**config.mk**
```make
export PLATFORM = sky130hd
export DESIGN_NAME = twf_timer
export DESIGN_NICKNAME = d
export VERILOG_FILES = /design/src/verilog/twf_timer.v
export VERILOG_INCLUDE_DIRS = /design/src /design/src/verilog
export SDC_FILE = /design/constraint.sdc
export NUM_CORES = 2
export LEC_CHECK = 0
export ABC_AREA = 1
export CAP_MARGIN = 20
export CORE_MARGIN = 5
export CORE_UTILIZATION = 60
export DETAILED_ROUTE_END_ITERATION = 7
export DONT_BUFFER_PORTS = 1
export GPL_TIMING_DRIVEN = 0
export PLACE_DENSITY_LB_ADDON = 0.2
export SYNTH_ARGS = -nofsm -noshare
export SYNTH_HDL_FRONTEND = slang
export SYNTH_SLANG_ARGS = --single-unit
```
**constraint.sdc**
```tcl
create_clock -name ref_clk_in -period 6.86 [get_ports ref_clk_in]
set_clock_uncertainty 0.05 [all_clocks]
set_input_delay 0.686 -clock ref_clk_in [delete_from_list [all_inputs] [get_ports ref_clk_in]]
set_output_delay 0.686 -clock ref_clk_in [all_outputs]
set_load 0.03 [all_outputs]
```
**src/verilog/twf_defines.vh**
```
// Register map, field positions, reset values and timing constants of the twin flicker timer
`ifndef TWF_DEFINES_VH
`define TWF_DEFINES_VH

// Register byte offsets
`define TWF_REG_CTRL 8'h00
`define TWF_REG_ON_SET 8'h04
`define TWF_REG_OFF_SET 8'h08
`define TWF_REG_ON_LIMIT 8'h0C
`define TWF_REG_OFF_LIMIT 8'h10
`define TWF_REG_ALARM 8'h14
`define TWF_REG_STATUS 8'h18
`define TWF_REG_PV 8'h1C
`define TWF_REG_CNT_ALL 8'h20
`define TWF_REG_CNT_ONE 8'h24
`define TWF_REG_CNT_TWO 8'h28
`define TWF_REG_RUNTIME 8'h2C
`define TWF_REG_POWER 8'h30

// Control register fields
`define TWF_CTRL_RUN 0
`define TWF_CTRL_DOWN 1
`define TWF_CTRL_ON_START 2
`define TWF_CTRL_WIDTH_1MS 3
`define TWF_CTRL_TWIN_LIMIT 4
`define TWF_CTRL_INV_ONE 5
`define TWF_CTRL_INV_TWO 6
`define TWF_CTRL_RETAIN 7
`define TWF_CTRL_IND_LO 8
`define TWF_CTRL_IND_HI 9
`define TWF_CTRL_ON_RNG_LO 12
`define TWF_CTRL_ON_RNG_HI 14
`define TWF_CTRL_OFF_RNG_LO 16
`define TWF_CTRL_OFF_RNG_HI 18
`define TWF_CTRL_MASK 32'h0007737F
`define TWF_CTRL_RESET 32'h00000001

// Indicator modes
`define TWF_IND_RATIO 2'h0
`define TWF_IND_DARK 2'h1
`define TWF_IND_LIT 2'h2

// Values and limits
`define TWF_VALUE_MAX 20'hF423F
`define TWF_LIMIT_MIN 20'h00001
`define TWF_ALARM_MAX 14'h270F
`define TWF_ALARM_RESET 14'h0064
`define TWF_KILO 10'h3E8

// Timing
`define TWF_CLK_HZ 200000000
`define TWF_MS_PER_S 1000
`define TWF_WIDTH_LONG_MS 5'h14
`define TWF_WIDTH_SHORT_MS 5'h01
`define TWF_TENTH_YEAR_S 3153600

`endif

```
**src/verilog/twf_timer.v**
```verilog
// Twin flicker timer with AXI4-Lite register access, ON-count and run-time monitors
`timescale 1ns/100ps
`default_nettype none
`include "twf_defines.vh"

module twf_timer #(
  parameter integer MS_CYCLES = `TWF_CLK_HZ / `TWF_MS_PER_S,
  parameter integer TENTH_YEAR_S = `TWF_TENTH_YEAR_S,
  parameter integer SEC_MS = `TWF_MS_PER_S
) (
  input wire ref_clk_in,
  input wire srst_in,
  input wire start_in,
  input wire reset_in,
  input wire gate_in,
  output reg control_output_one_out,
  output reg control_output_two_out,
  output reg [5:0] indicators_out,
  output reg replacement_due_error_out,
  input wire [7:0] s_axi_awaddr_in,
  input wire s_axi_awvalid_in,
  output wire s_axi_awready_out,
  input wire [31:0] s_axi_wdata_in,
  input wire [3:0] s_axi_wstrb_in,
  input wire s_axi_wvalid_in,
  output wire s_axi_wready_out,
  output reg [1:0] s_axi_bresp_out,
  output reg s_axi_bvalid_out,
  input wire s_axi_bready_in,
  input wire [7:0] s_axi_araddr_in,
  input wire s_axi_arvalid_in,
  output wire s_axi_arready_out,
  output reg [31:0] s_axi_rdata_out,
  output reg [1:0] s_axi_rresp_out,
  output reg s_axi_rvalid_out,
  input wire s_axi_rready_in
);

  function [31:0] merge;
    input [31:0] old_v;
    input [31:0] new_v;
    input [3:0] strb;
    integer b;
    begin
      merge = old_v;
      for (b = 0; b < 4; b = b + 1) begin
        if (strb[b]) begin
          merge[8*b +: 8] = new_v[8*b +: 8];
        end
      end
    end
  endfunction

  // Milliseconds per count unit of a time range
  function [21:0] range_ms;
    input [2:0] rng;
    begin
      case (rng)
        3'h0: range_ms = 22'h000001;
        3'h1: range_ms = 22'h00000A;
        3'h2: range_ms = 22'h000064;
        3'h3: range_ms = 22'h0003E8;
        3'h4: range_ms = 22'h001770;
        3'h5: range_ms = 22'h00EA60;
        3'h6: range_ms = 22'h057E40;
        default: range_ms = 22'h36EE80;
      endcase
    end
  endfunction

  // Lit pattern from the left for the ratio of value over set value
  function [5:0] ratio_pattern;
    input [19:0] val;
    input [19:0] set;
    integer k;
    reg [22:0] six_val;
    begin
      six_val = {3'h0, val} * 23'h6;
      ratio_pattern = 6'h00;
      for (k = 1; k <= 6; k = k + 1) begin
        if (six_val >= ({3'h0, set} * k[22:0])) begin
          ratio_pattern[6 - k] = 1'b1;
        end
      end
    end
  endfunction

  reg [31:0] ctrl_q;
  reg [19:0] on_set_q;
  reg [19:0] off_set_q;
  reg [19:0] on_limit_q;
  reg [19:0] off_limit_q;
  reg [13:0] alarm_q;
  reg power_evt_q;

  wire run_w = ctrl_q[`TWF_CTRL_RUN];
  wire down_w = ctrl_q[`TWF_CTRL_DOWN];
  wire [1:0] ind_mode_w = ctrl_q[`TWF_CTRL_IND_HI:`TWF_CTRL_IND_LO];
  wire [4:0] width_ms_w = ctrl_q[`TWF_CTRL_WIDTH_1MS] ? `TWF_WIDTH_SHORT_MS :
                          `TWF_WIDTH_LONG_MS;

  // Millisecond enable
  reg [31:0] ms_cnt_q;
  wire ms_tick_w = (ms_cnt_q == MS_CYCLES - 1);
  always @(posedge ref_clk_in) begin
    if (srst_in || ms_tick_w) begin
      ms_cnt_q <= 32'h0;
    end else begin
      ms_cnt_q <= ms_cnt_q + 32'h1;
    end
  end

  // Input qualification: a level must hold for the selected width before it is taken
  wire [2:0] raw_w = {gate_in, reset_in, start_in};
  reg [2:0] filt_q;
  reg [4:0] qual_q [0:2];
  integer i;
  always @(posedge ref_clk_in) begin
    for (i = 0; i < 3; i = i + 1) begin
      if (srst_in) begin
        filt_q[i] <= 1'b0;
        qual_q[i] <= 5'h0;
      end else if (raw_w[i] == filt_q[i]) begin
        qual_q[i] <= 5'h0;
      end else if (ms_tick_w) begin
        // Needs one tick beyond the width, so a pulse shorter than the width never passes
        if (qual_q[i] >= width_ms_w) begin
          filt_q[i] <= raw_w[i];
          qual_q[i] <= 5'h0;
        end else begin
          qual_q[i] <= qual_q[i] + 5'h1;
        end
      end
    end
  end
  wire start_f = filt_q[0];
  wire reset_f = filt_q[1];
  wire gate_f = filt_q[2];

  // Flicker core
  reg timing_q;
  reg flick_q;
  reg [19:0] elapsed_q;
  reg [21:0] unit_q;
  wire [19:0] cur_set_w = flick_q ? on_set_q : off_set_q;
  wire [2:0] cur_rng_w = flick_q ? ctrl_q[`TWF_CTRL_ON_RNG_HI:`TWF_CTRL_ON_RNG_LO] :
                         ctrl_q[`TWF_CTRL_OFF_RNG_HI:`TWF_CTRL_OFF_RNG_LO];
  wire unit_tick_w = ms_tick_w && (unit_q + 22'h1 >= range_ms(cur_rng_w));
  wire [19:0] remain_w = (cur_set_w > elapsed_q) ? cur_set_w - elapsed_q : 20'h0;
  wire [19:0] pv_w = down_w ? remain_w : elapsed_q;

  always @(posedge ref_clk_in) begin
    if (srst_in) begin
      timing_q <= 1'b0;
      flick_q <= 1'b0;
      elapsed_q <= 20'h0;
      unit_q <= 22'h0;
    end else if (!run_w || reset_f) begin
      timing_q <= 1'b0;
      flick_q <= 1'b0;
      elapsed_q <= 20'h0;
      unit_q <= 22'h0;
    end else if (power_evt_q) begin
      if (!ctrl_q[`TWF_CTRL_RETAIN]) begin
        timing_q <= 1'b0;
        flick_q <= 1'b0;
        elapsed_q <= 20'h0;
        unit_q <= 22'h0;
      end
    end else if (!timing_q) begin
      if (start_f) begin
        timing_q <= 1'b1;
        flick_q <= ctrl_q[`TWF_CTRL_ON_START];
        elapsed_q <= 20'h0;
        unit_q <= 22'h0;
      end
    end else if (!gate_f && ms_tick_w) begin
      // Start is not looked at here while timing
      if (unit_tick_w) begin
        unit_q <= 22'h0;
        if (elapsed_q + 20'h1 >= cur_set_w) begin
          flick_q <= ~flick_q;
          elapsed_q <= 20'h0;
        end else if (elapsed_q == `TWF_VALUE_MAX) begin
          elapsed_q <= 20'h0;
        end else begin
          elapsed_q <= elapsed_q + 20'h1;
        end
      end else begin
        unit_q <= unit_q + 22'h1;
      end
    end
  end

  // Outputs and indicators
  wire out_one_w = flick_q ^ ctrl_q[`TWF_CTRL_INV_ONE];
  wire inst_w = ctrl_q[`TWF_CTRL_TWIN_LIMIT] ? flick_q : timing_q;
  wire out_two_w = inst_w ^ ctrl_q[`TWF_CTRL_INV_TWO];
  reg [5:0] ind_d;
  always @* begin
    case (ind_mode_w)
      `TWF_IND_DARK: ind_d = 6'h00;
      `TWF_IND_LIT: ind_d = 6'h3F;
      default: ind_d = ratio_pattern(pv_w, cur_set_w);
    endcase
  end

  // ON-count monitors: 0 overall, 1 and 2 per output
  reg [9:0] sub_q [0:2];
  reg [15:0] kilo_q [0:2];
  reg prev_one_q;
  reg prev_two_q;
  integer j;
  wire ev_one_w = control_output_one_out && !prev_one_q;
  wire ev_two_w = control_output_two_out && !prev_two_q;
  wire [2:0] ev_w = {ev_two_w, ev_one_w, ev_one_w | ev_two_w};
  always @(posedge ref_clk_in) begin
    if (srst_in) begin
      prev_one_q <= 1'b0;
      prev_two_q <= 1'b0;
    end else begin
      prev_one_q <= control_output_one_out;
      prev_two_q <= control_output_two_out;
    end
    for (j = 0; j < 3; j = j + 1) begin
      if (srst_in) begin
        sub_q[j] <= 10'h0;
        kilo_q[j] <= 16'h0;
      end else if (ev_w[j] && !(kilo_q[j] == 16'hFFFF && sub_q[j] == `TWF_KILO - 10'h1)) begin
        if (sub_q[j] == `TWF_KILO - 10'h1) begin
          sub_q[j] <= 10'h0;
          kilo_q[j] <= kilo_q[j] + 16'h1;
        end else begin
          sub_q[j] <= sub_q[j] + 10'h1;
        end
      end
    end
  end

  // Run time in tenths of a year
  reg [31:0] sec_ms_q;
  reg [31:0] tenth_s_q;
  reg [9:0] runtime_q;
  always @(posedge ref_clk_in) begin
    if (srst_in) begin
      sec_ms_q <= 32'h0;
      tenth_s_q <= 32'h0;
      runtime_q <= 10'h0;
    end else if (ms_tick_w) begin
      if (sec_ms_q == SEC_MS - 1) begin
        sec_ms_q <= 32'h0;
        if (tenth_s_q == TENTH_YEAR_S - 1) begin
          tenth_s_q <= 32'h0;
          if (runtime_q != 10'h3FF) begin
            runtime_q <= runtime_q + 10'h1;
          end
        end else begin
          tenth_s_q <= tenth_s_q + 32'h1;
        end
      end else begin
        sec_ms_q <= sec_ms_q + 32'h1;
      end
    end
  end

  always @(posedge ref_clk_in) begin
    if (srst_in) begin
      control_output_one_out <= 1'b0;
      control_output_two_out <= 1'b0;
      indicators_out <= 6'h00;
      replacement_due_error_out <= 1'b0;
    end else begin
      control_output_one_out <= out_one_w;
      control_output_two_out <= out_two_w;
      indicators_out <= ind_d;
      replacement_due_error_out <= (alarm_q != 14'h0) &&
                                   (kilo_q[0] >= {2'h0, alarm_q});
    end
  end

  // AXI4-Lite write path: address and data taken in either order
  reg aw_held_q;
  reg w_held_q;
  reg [7:0] aw_addr_q;
  reg [31:0] w_data_q;
  reg [3:0] w_strb_q;
  assign s_axi_awready_out = !aw_held_q && !s_axi_bvalid_out;
  assign s_axi_wready_out = !w_held_q && !s_axi_bvalid_out;
  wire do_wr_w = aw_held_q && w_held_q && !s_axi_bvalid_out;
  reg [31:0] wval_d;
  reg [19:0] wv20_d;
  always @* begin
    wval_d = 32'h0;
    case (aw_addr_q)
      `TWF_REG_CTRL: wval_d = ctrl_q;
      `TWF_REG_ON_SET: wval_d = {12'h0, on_set_q};
      `TWF_REG_OFF_SET: wval_d = {12'h0, off_set_q};
      `TWF_REG_ON_LIMIT: wval_d = {12'h0, on_limit_q};
      `TWF_REG_OFF_LIMIT: wval_d = {12'h0, off_limit_q};
      `TWF_REG_ALARM: wval_d = {18'h0, alarm_q};
      default: wval_d = 32'h0;
    endcase
    wval_d = merge(wval_d, w_data_q, w_strb_q);
    wv20_d = wval_d[19:0];
  end
  wire wv_big_w = (wval_d[31:20] != 12'h0);

  always @(posedge ref_clk_in) begin
    if (srst_in) begin
      aw_held_q <= 1'b0;
      w_held_q <= 1'b0;
      aw_addr_q <= 8'h00;
      w_data_q <= 32'h0;
      w_strb_q <= 4'h0;
      s_axi_bvalid_out <= 1'b0;
      s_axi_bresp_out <= 2'h0;
      ctrl_q <= `TWF_CTRL_RESET;
      on_set_q <= 20'h0;
      off_set_q <= 20'h0;
      on_limit_q <= `TWF_VALUE_MAX;
      off_limit_q <= `TWF_VALUE_MAX;
      alarm_q <= `TWF_ALARM_RESET;
      power_evt_q <= 1'b0;
    end else begin
      power_evt_q <= 1'b0;
      if (s_axi_awvalid_in && s_axi_awready_out) begin
        aw_held_q <= 1'b1;
        aw_addr_q <= s_axi_awaddr_in;
      end
      if (s_axi_wvalid_in && s_axi_wready_out) begin
        w_held_q <= 1'b1;
        w_data_q <= s_axi_wdata_in;
        w_strb_q <= s_axi_wstrb_in;
      end
      if (s_axi_bvalid_out && s_axi_bready_in) begin
        s_axi_bvalid_out <= 1'b0;
      end
      if (do_wr_w) begin
        aw_held_q <= 1'b0;
        w_held_q <= 1'b0;
        s_axi_bvalid_out <= 1'b1;
        s_axi_bresp_out <= 2'h2;
        case (aw_addr_q)
          `TWF_REG_CTRL: begin
            ctrl_q <= wval_d & `TWF_CTRL_MASK;
            s_axi_bresp_out <= 2'h0;
          end
          `TWF_REG_ON_SET: begin
            if (!wv_big_w && wv20_d <= on_limit_q) begin
              on_set_q <= wv20_d;
              s_axi_bresp_out <= 2'h0;
            end
          end
          `TWF_REG_OFF_SET: begin
            if (!wv_big_w && wv20_d <= off_limit_q) begin
              off_set_q <= wv20_d;
              s_axi_bresp_out <= 2'h0;
            end
          end
          `TWF_REG_ON_LIMIT: begin
            if (!wv_big_w && wv20_d >= `TWF_LIMIT_MIN && wv20_d <= `TWF_VALUE_MAX) begin
              on_limit_q <= wv20_d;
              s_axi_bresp_out <= 2'h0;
            end
          end
          `TWF_REG_OFF_LIMIT: begin
            if (!wv_big_w && wv20_d >= `TWF_LIMIT_MIN && wv20_d <= `TWF_VALUE_MAX) begin
              off_limit_q <= wv20_d;
              s_axi_bresp_out <= 2'h0;
            end
          end
          `TWF_REG_ALARM: begin
            if (wval_d <= {18'h0, `TWF_ALARM_MAX}) begin
              alarm_q <= wval_d[13:0];
              s_axi_bresp_out <= 2'h0;
            end
          end
          `TWF_REG_POWER: begin
            power_evt_q <= wval_d[0];
            s_axi_bresp_out <= 2'h0;
          end
          default: s_axi_bresp_out <= 2'h2;
        endcase
      end
    end
  end

  // AXI4-Lite read path; monitors have no write decode
  assign s_axi_arready_out = !s_axi_rvalid_out;
  always @(posedge ref_clk_in) begin
    if (srst_in) begin
      s_axi_rvalid_out <= 1'b0;
      s_axi_rdata_out <= 32'h0;
      s_axi_rresp_out <= 2'h0;
    end else if (s_axi_arvalid_in && s_axi_arready_out) begin
      s_axi_rvalid_out <= 1'b1;
      s_axi_rresp_out <= 2'h0;
      case (s_axi_araddr_in)
        `TWF_REG_CTRL: s_axi_rdata_out <= ctrl_q;
        `TWF_REG_ON_SET: s_axi_rdata_out <= {12'h0, on_set_q};
        `TWF_REG_OFF_SET: s_axi_rdata_out <= {12'h0, off_set_q};
        `TWF_REG_ON_LIMIT: s_axi_rdata_out <= {12'h0, on_limit_q};
        `TWF_REG_OFF_LIMIT: s_axi_rdata_out <= {12'h0, off_limit_q};
        `TWF_REG_ALARM: s_axi_rdata_out <= {18'h0, alarm_q};
        `TWF_REG_STATUS: s_axi_rdata_out <= {23'h0, indicators_out, replacement_due_error_out,
                                             flick_q, timing_q};
        `TWF_REG_PV: s_axi_rdata_out <= {12'h0, pv_w};
        `TWF_REG_CNT_ALL: s_axi_rdata_out <= {16'h0, kilo_q[0]};
        `TWF_REG_CNT_ONE: s_axi_rdata_out <= {16'h0, kilo_q[1]};
        `TWF_REG_CNT_TWO: s_axi_rdata_out <= {16'h0, kilo_q[2]};
        `TWF_REG_RUNTIME: s_axi_rdata_out <= {22'h0, runtime_q};
        `TWF_REG_POWER: s_axi_rdata_out <= 32'h0;
        default: begin
          s_axi_rdata_out <= 32'h0;
          s_axi_rresp_out <= 2'h2;
        end
      endcase
    end else if (s_axi_rvalid_out && s_axi_rready_in) begin
      s_axi_rvalid_out <= 1'b0;
    end
  end

endmodule // twf_timer
`default_nettype wire

```
* Yosys cells after proc, flatten, opt, wreduce, memory -nomap -nowiden
Memory sizes are Yosys's and may differ from the RTL's.
Cells that the tools add are included.
** Word-level totals
- Bits in registers :: 358
- Bits in latches :: 0
- Bits in writable memories :: 93
- Memory bits (read-only) :: 0
- Memories kept :: 3
** Memories
- kilo_q :: words 3, width 16, rd ports 3, clocked after memory_dff 0, write ports 3, RTL line twf_timer.v:210 : reg [15:0] kilo_q [0:2];
- sub_q :: words 3, width 10, rd ports 3, clocked after memory_dff 0, write ports 3, RTL line twf_timer.v:209 : reg [9:0] sub_q [0:2];
- qual_q :: words 3, width 5, rd ports 3, clocked after memory_dff 0, write ports 3, RTL line twf_timer.v:116 : reg [4:0] qual_q [0:2];
** Operators by class
- Add/sub/neg operators :: 16
- $mul :: 4
- Div/mod/pow operators :: 0
- $lt $le $gt $ge :: 18
- Equality and inequality tests :: 43
- Shifts and indexed selects :: 0
- Muxes and demuxes :: 135
- Bitwise operators :: 27
- Reductions and logical operators :: 67
** Operator list (number)
- $pmux W20 S12 :: 1
- $mux W20 :: 10
- $pmux W22 S7 :: 1
- $pmux W20 S6 :: 1
- $mux W22 :: 5
- $add A32 B1 Y32 const B :: 3
- $mux W1 :: 84
- $mul A20 B2 Y22 const B :: 3
- $mux W32 :: 2
- $mux W10 :: 6
- $mux W5 :: 10
- $add A16 B1 Y16 const B :: 3
- $eq A16 B16 Y1 const B :: 3
- $eq A8 B5 Y1 const B :: 6
- $eq A8 B6 Y1 const B :: 6
- $mux W16 :: 3
- $ge A23 B22 Y1 :: 2
- $ge A23 B23 Y1 :: 2
- $add A10 B1 Y10 const B :: 4
- $le A20 B20 Y1 :: 2
- $eq A32 B10 Y1 const B :: 1
- $eq A32 B18 Y1 const B :: 1
- $eq A32 B22 Y1 const B :: 1
- $eq A8 B4 Y1 const B :: 4
- other kinds (49) :: 146

* Longest topological paths before layout
An unclocked memory read counts as a cell.
- Depth after elaboration :: 10
- Gate-level depth with buffers :: 42

* Least setup slack after synthesis
No wires, ideal clock.
- Path type :: flip-flop to flip-flop
- Start point :: register flick_q
- End point :: register indicators_out[4]
- Data arrival time :: 5957 ps
- Data required time :: 6701 ps
- Setup slack :: 744 ps
- Cell stages (with the launch flop) :: 35
- Path buffers :: 4
- Period minus slack after synthesis :: 6116 ps
- Path through :: dfxtp_1 > clkbuf_1 > clkbuf_1 > clkbuf_1 > nand2_1 > o21ai_0 > inv_1 > ha_1 > nand2_1 > nor2_1 > inv_1 > nor3_1 > nand3_1 > nand3_1 > nand2_1 > clkbuf_1 > o22ai_1 > ha_1 > inv_1 > fa_1 > o21ai_0 > o21ai_0 > o21ai_0 > xor2_1 > ha_1 > nand2_1 > inv_1 > o21ai_0 > a21oi_1 > o311ai_0 > nand2_1 > a21oi_1 > nand2_1 > nand2_1 > inv_1
** Between the ends
- Cells in the longest elaborated chain, start to end :: 8
** RTL lines
- from (decl) :: RTL line twf_timer.v:142 : reg flick_q;
- from (signal assigned) :: RTL line twf_timer.v:173 : flick_q <= ctrl_q[`TWF_CTRL_ON_START];
- from (signal assigned) :: RTL line twf_timer.v:182 : flick_q <= ~flick_q;
- $mux W20 * :: RTL line twf_timer.v:145 : wire [19:0] cur_set_w = flick_q ? on_set_q : off_set_q;
- $sub A20 B20 Y20 or $gt A20 B20 Y1 (tied branches) :: RTL line twf_timer.v:149 : wire [19:0] remain_w = (cur_set_w > elapsed_q) ? cur_set_w - elapsed_q : 20'h0;
- $mux W20 :: RTL line twf_timer.v:149
- $mux W20 :: RTL line twf_timer.v:150 : wire [19:0] pv_w = down_w ? remain_w : elapsed_q;
- $mul A20 B2 Y22 :: RTL line twf_timer.v:78 : six_val = {3'h0, val} * 23'h6;
- $ge A23 B21 Y1 * :: RTL line twf_timer.v:81 : if (six_val >= ({3'h0, set} * k[22:0])) begin
- $mux W1 * :: RTL line twf_timer.v:81
- $pmux W6 S2 * :: RTL line twf_timer.v:201 : case (ind_mode_w)
- to (signal assigned) :: RTL line twf_timer.v:275 : indicators_out <= ind_d;
- to (decl) :: RTL line twf_timer.v:18 : output reg [5:0] indicators_out,
Every way passes the cells marked *; elsewhere a longest branch is shown, timed or not.
A chain may end at the register's enable or synchronous reset.

* Final worst setup path
- Start point :: register flick_q
- End point :: register indicators_out[3]
** Between the ends
- Cells in the longest elaborated chain, start to end :: 8
** RTL lines (RTL line)
- $mux W20 * :: twf_timer.v:145
- $sub A20 B20 Y20 or $gt A20 B20 Y1 (tied branches) :: twf_timer.v:149
- $mux W20 :: twf_timer.v:149
- $mux W20 :: twf_timer.v:150
- $mul A20 B2 Y22 :: twf_timer.v:78
- $ge A23 B22 Y1 * :: twf_timer.v:81
- $mux W1 * :: twf_timer.v:81
- $pmux W6 S2 * :: twf_timer.v:201
Marked as above.

==> reports/results.md <==
| Group | Item | This run |
|:---|:---|:---|
| run status | Result of the run | complete, but fails checks |
| run status | Violations in the final reports | design-rule violations |
| clock tree | CTS tree | yes |
| clock tree | Master cell of the clock root buffer | clkbuf_16 |
| synthesis | Cell count after synthesis | 4767 |
| final layout | Inserted Diodes | 0 |
| final layout | Most frequent standard cell in the layout excluding fill and tap cells | nand2_1 |
| clock tree | H-tree depth | 2 |
| sta | Post-route setup TNS | 0 ns |
| final layout | Fillers | 4999 |
| power | Power per Cell Area | 168 nW/um^2 |
| worst setup path | Critical Path Slowest Stage Cell | o22ai_1 |
| power | Reported leakage power | 16.2 nW |
| final layout | Most frequent cells in the layout | nand2_1, inv_1, nor2_1 |
| die | Core ar. | 54900 um^2 |
| synthesis | Synth unique cells | 68 |
| synthesis | Ranking of synthesized cells by area | dfxtp_1, ha_1, nand2_1, edfxtp_1, inv_1 |
| sta | Final Hold Slack | 0.175 ns |
| grt | Global-route wire length before repair | 170000 um |
| sta | Ratio of final minimum period to clock period | 95.6% |
| route | First-iteration detailed-routing DRC count | 3799 |
| synthesis | Ys flop type | dfxtp_1 |
| route | Routed vias/inst | 6.10 |
| sta | Final Slew Violations | 0 |
| sta | Slew HR | 6.15% |
| sta | Final number of hold-violating endpoints | 0 |
| synthesis | Synth Register Bits | 437 |
| sta | Setup-failing EPs final | 0 |
| worst setup path | Critical path data arrival time | 7.07 ns |
| sta | Transition time at the pin with the least slew margin | 1.39 ns |
| clock tree | Number of buffers on the longest clock path | 3 |
| grt | Maximum number of pins on one net before global-route repair | 17 |
| worst hold path | Start point of the worst min-delay path | gate_in |
| grt | Via count of the first global-routing pass | 31700 |
| die | Area of the die | 60100 um^2 |
| sta | Final setup slack of the worst path | 0.299 ns |
| power | Highest ir drop seen on vdd | 187 uV |
| synthesis | Number of synthesis warnings | 0 |
| grt | Gr usage total | 35.2% |
| route | Vias post-DR | 34200 |
| route | Wire length per cell | 19.8 um |
| worst hold path | Hold crit path type | in2reg |
| grt | Initial antenna violation count | 2 |
| route | TritonRoute pass-1 iters | 8 |
| worst setup path | Count of cells along the worst register-to-register path | 31 |
| synthesis | Area share of the largest cell type after synthesis | 20.8% |
| die | Die Y | 245 um |
| clock tree | Number of hold buffers added after CTS | 0 |
| final layout | Final #Nets | 5263 |
| synthesis | Mean Syn Cell Area | 6.96 um^2 |
| die | Initial core utilization | 60.4% |
| worst setup path | Kind of cell adding the most delay to the critical path | compound AO/OA/AOI/OAI gates |
| clock tree | Insertion delay of the later-clocked pin in the worst-skew pair | 0.62 ns |
| place | Last weighted congestion value of the routability-driven placer | 1.12 |
| clock tree | TritonCTS sink count | 437 |
| worst hold path | Terminating pin of the worst hold path | filt_q[2] |
| sta | Maximum achievable frequency | 0.152 GHz |
| place | Total of buffers placed on input and output ports | 0 |
| worst setup path | Worst reg-to-reg setup slack | 0.30 ns |
| final layout | Share of cells above drive strength 1 | 5.59% |
| worst setup path | Crit path capture type | flop |
| die | IO Count | 112 |
| worst setup path | Crit start category | flop |
| place | DP HPWL | 87300 um |
| run | Count of max-cap constraint violations | 0 |
| place | Worst Setup Slack post-DPL | -1.90 ns |
| die | Std-Cell Rows | 86 |
| synthesis | Leading area contributor after synthesis | dfxtp_1 |
| clock tree | Clock slew at reported path FFs | 0.06 ns |
| worst setup path | Required arrival time at the worst endpoint | 7.37 ns |
| worst setup path | CP peak stage delay | 0.55 ns |
| synthesis | Count of flip-flops with a built-in enable after synthesis | 93 |
| worst setup path | Largest driver fanout on the critical path | 10 |
| synthesis | Share of the yosys chip area belonging to registers | 29.2% |
| final layout | Area overhead of the layout relative to synthesis | 9.57% |
| worst setup path | Crit Reg-Reg Endpoint | indicators_out[3] |
| worst setup path | Startpoint of the most critical register-to-register path | flick_q |
| grt | Sum of overflow across all layers after global routing | 0 |
| worst setup path | Critical path buffers and inverters | 7 |
| synthesis | Synth Cell Area | 33200 um^2 |
| sta | Post-layout min period | 6.56 ns |
| worst setup path | Critical path class | reg2reg |
| route | Total wirelength of the detailed-routed design | 111000 um |
| die | Die Wd | 245 um |
| clock tree | Number of clock buffers inserted by TritonCTS | 49 |
| worst hold path | Depth of the worst hold-timing path | 2 |
| route | DRC violations left | 24 |
| route | ANT nets after route | 0 |
| synthesis | Share of flip-flops with an asynchronous set or reset | 0% |
==> timing repair <==
item                       in CTS  in global routing
resized for setup              46                 43
buffers inserted                7                  9
pin swaps                       4                  5
setup endpoints to repair       6                  6
==> synth_stat cells, drive strengths merged, types with 10 or more instances <==
| cell | n |
|---|---|
| nor3b | 30 |
| nand3b | 10 |
| o211ai | 14 |
| o21bai | 14 |
| nand4 | 146 |
| nor3 | 149 |
| nand2 | 921 |
| dfxtp | 344 |
| o22ai | 55 |
| edfxtp | 93 |
| a211oi | 20 |
| buf | 40 |
| ha | 335 |
| o21ai | 286 |
| nand3 | 242 |
| or2 | 15 |
| o21a | 21 |
| clkbuf | 98 |
| a21oi | 443 |
| xnor2 | 42 |
| inv | 622 |
| a21o | 11 |
| xor2 | 125 |
| a221oi | 21 |
| a31oi | 15 |
| nor2 | 512 |
| nor4 | 72 |
==> where the power goes <==
group	switching (mW)	internal [mW]	total (mW)
combinational	0.463	0.177	0.640
sequential	0.0707	2.68	2.75
clock	1.15	1.57	2.72
total	1.69	4.43	6.11
==> final cells by class <==
| type | instances | area (um^2) | share of cell area (%) |
|---|---|---|---|
| Inverter | 630 | 2370 | 6.52 |
| Timing Repair Buffer | 32 | 241 | 0.664 |
| Clock buffer | 63 | 1360 | 3.74 |
| Tap cell | 704 | 881 | 2.42 |
| Sequential cell | 437 | 9680 | 26.6 |
| Buffer | 137 | 676 | 1.86 |
| Multi-Input combinational cell | 3575 | 20800 | 57.3 |
| Clock inverter | 28 | 307 | 0.843 |
==> metrics by stage <==
step / total power, mW / util, % / instances / cell area [um^2]
after global placement: 3.41 / 62.1 / 5484 / 34100
after floorplan: 3.22 / - / 4780 / 33200
after detailed placement: 3.42 / 62.4 / 5500 / 34200
after global routing: 6.30 / 66.2 / 5606 / 36300
final: 6.11 / 66.2 / 5606 / 36300
after CTS: 6.11 / 65.8 / 5597 / 36100
==> metal layers <==
| metal | vias up | wire length, um | track usage (%) |
|---|---|---|---|
| li1 | 16400 | - | - |
| met1 | 15500 | 43400 | 43.8 |
| met2 | 1748 | 47500 | 55.0 |
| met3 | 489 | 12400 | 9.73 |
| met4 | 4 | 7760 | 20.1 |
| met5 | - | 65 | 0 |
==> logic make-up (layout without fill, tap and decap cells) <==
kind of cell | count (synthesis) | count (layout) | synth area share, %
AND/OR/NAND/NOR | 2106 | 2106 | 28.3
AO/OA/AOI/OAI | 946 | 946 | 16.0
buffers and inverters | 768 | 890 | 9.14
flip-flops | 437 | 437 | 29.2
adder cells (fa/ha/maj) | 339 | 339 | 12.9
XOR/XNOR | 167 | 167 | 4.41
multiplexers | 3 | 3 | 0.0905
other | 1 | 14 | 0.0113
==> sequential cells by signal, summed over array words and instances (netlist names), 8 cells and up <==
signal           count
aw_addr_q            8
alarm_q             14
ctrl_q              15
on_limit_q          20
merge.new_v         32
off_limit_q         20
sub_q               30
on_set_q            20
off_set_q           20
elapsed_q           20
tenth_s_q           32
runtime_q           10
kilo_q              48
ms_cnt_q            32
s_axi_rdata_out     20
sec_ms_q            32
unit_q              22
qual_q              15
==> worst register-to-register path, delay by kind of cell (launching register included) <==
family | cells | cell delay (ns)
AO/OA/AOI/OAI | 8 | 1.92
AND/OR/NAND/NOR | 12 | 1.72
buffers and inverters | 7 | 1.20
adder cells (fa/ha/maj) | 3 | 1.16
flip-flops | 1 | 0.38
XOR/XNOR | 1 | 0.11
==> how the worst max path moves through the flow <==
stage,depth (start not counted),start,slack [ns],to
floorplan,34,flick_q,0.74,indicators_out[4]
global placement,33,flick_q,-2.01,indicators_out[4]
detailed placement,33,flick_q,-1.90,indicators_out[4]
CTS,35,flick_q,0.007,indicators_out[4]
global route,33,flick_q,-0.007,indicators_out[2]
finish,31,flick_q,0.30,indicators_out[3]
No activity file was read; power rests on OpenSTA's default activity.
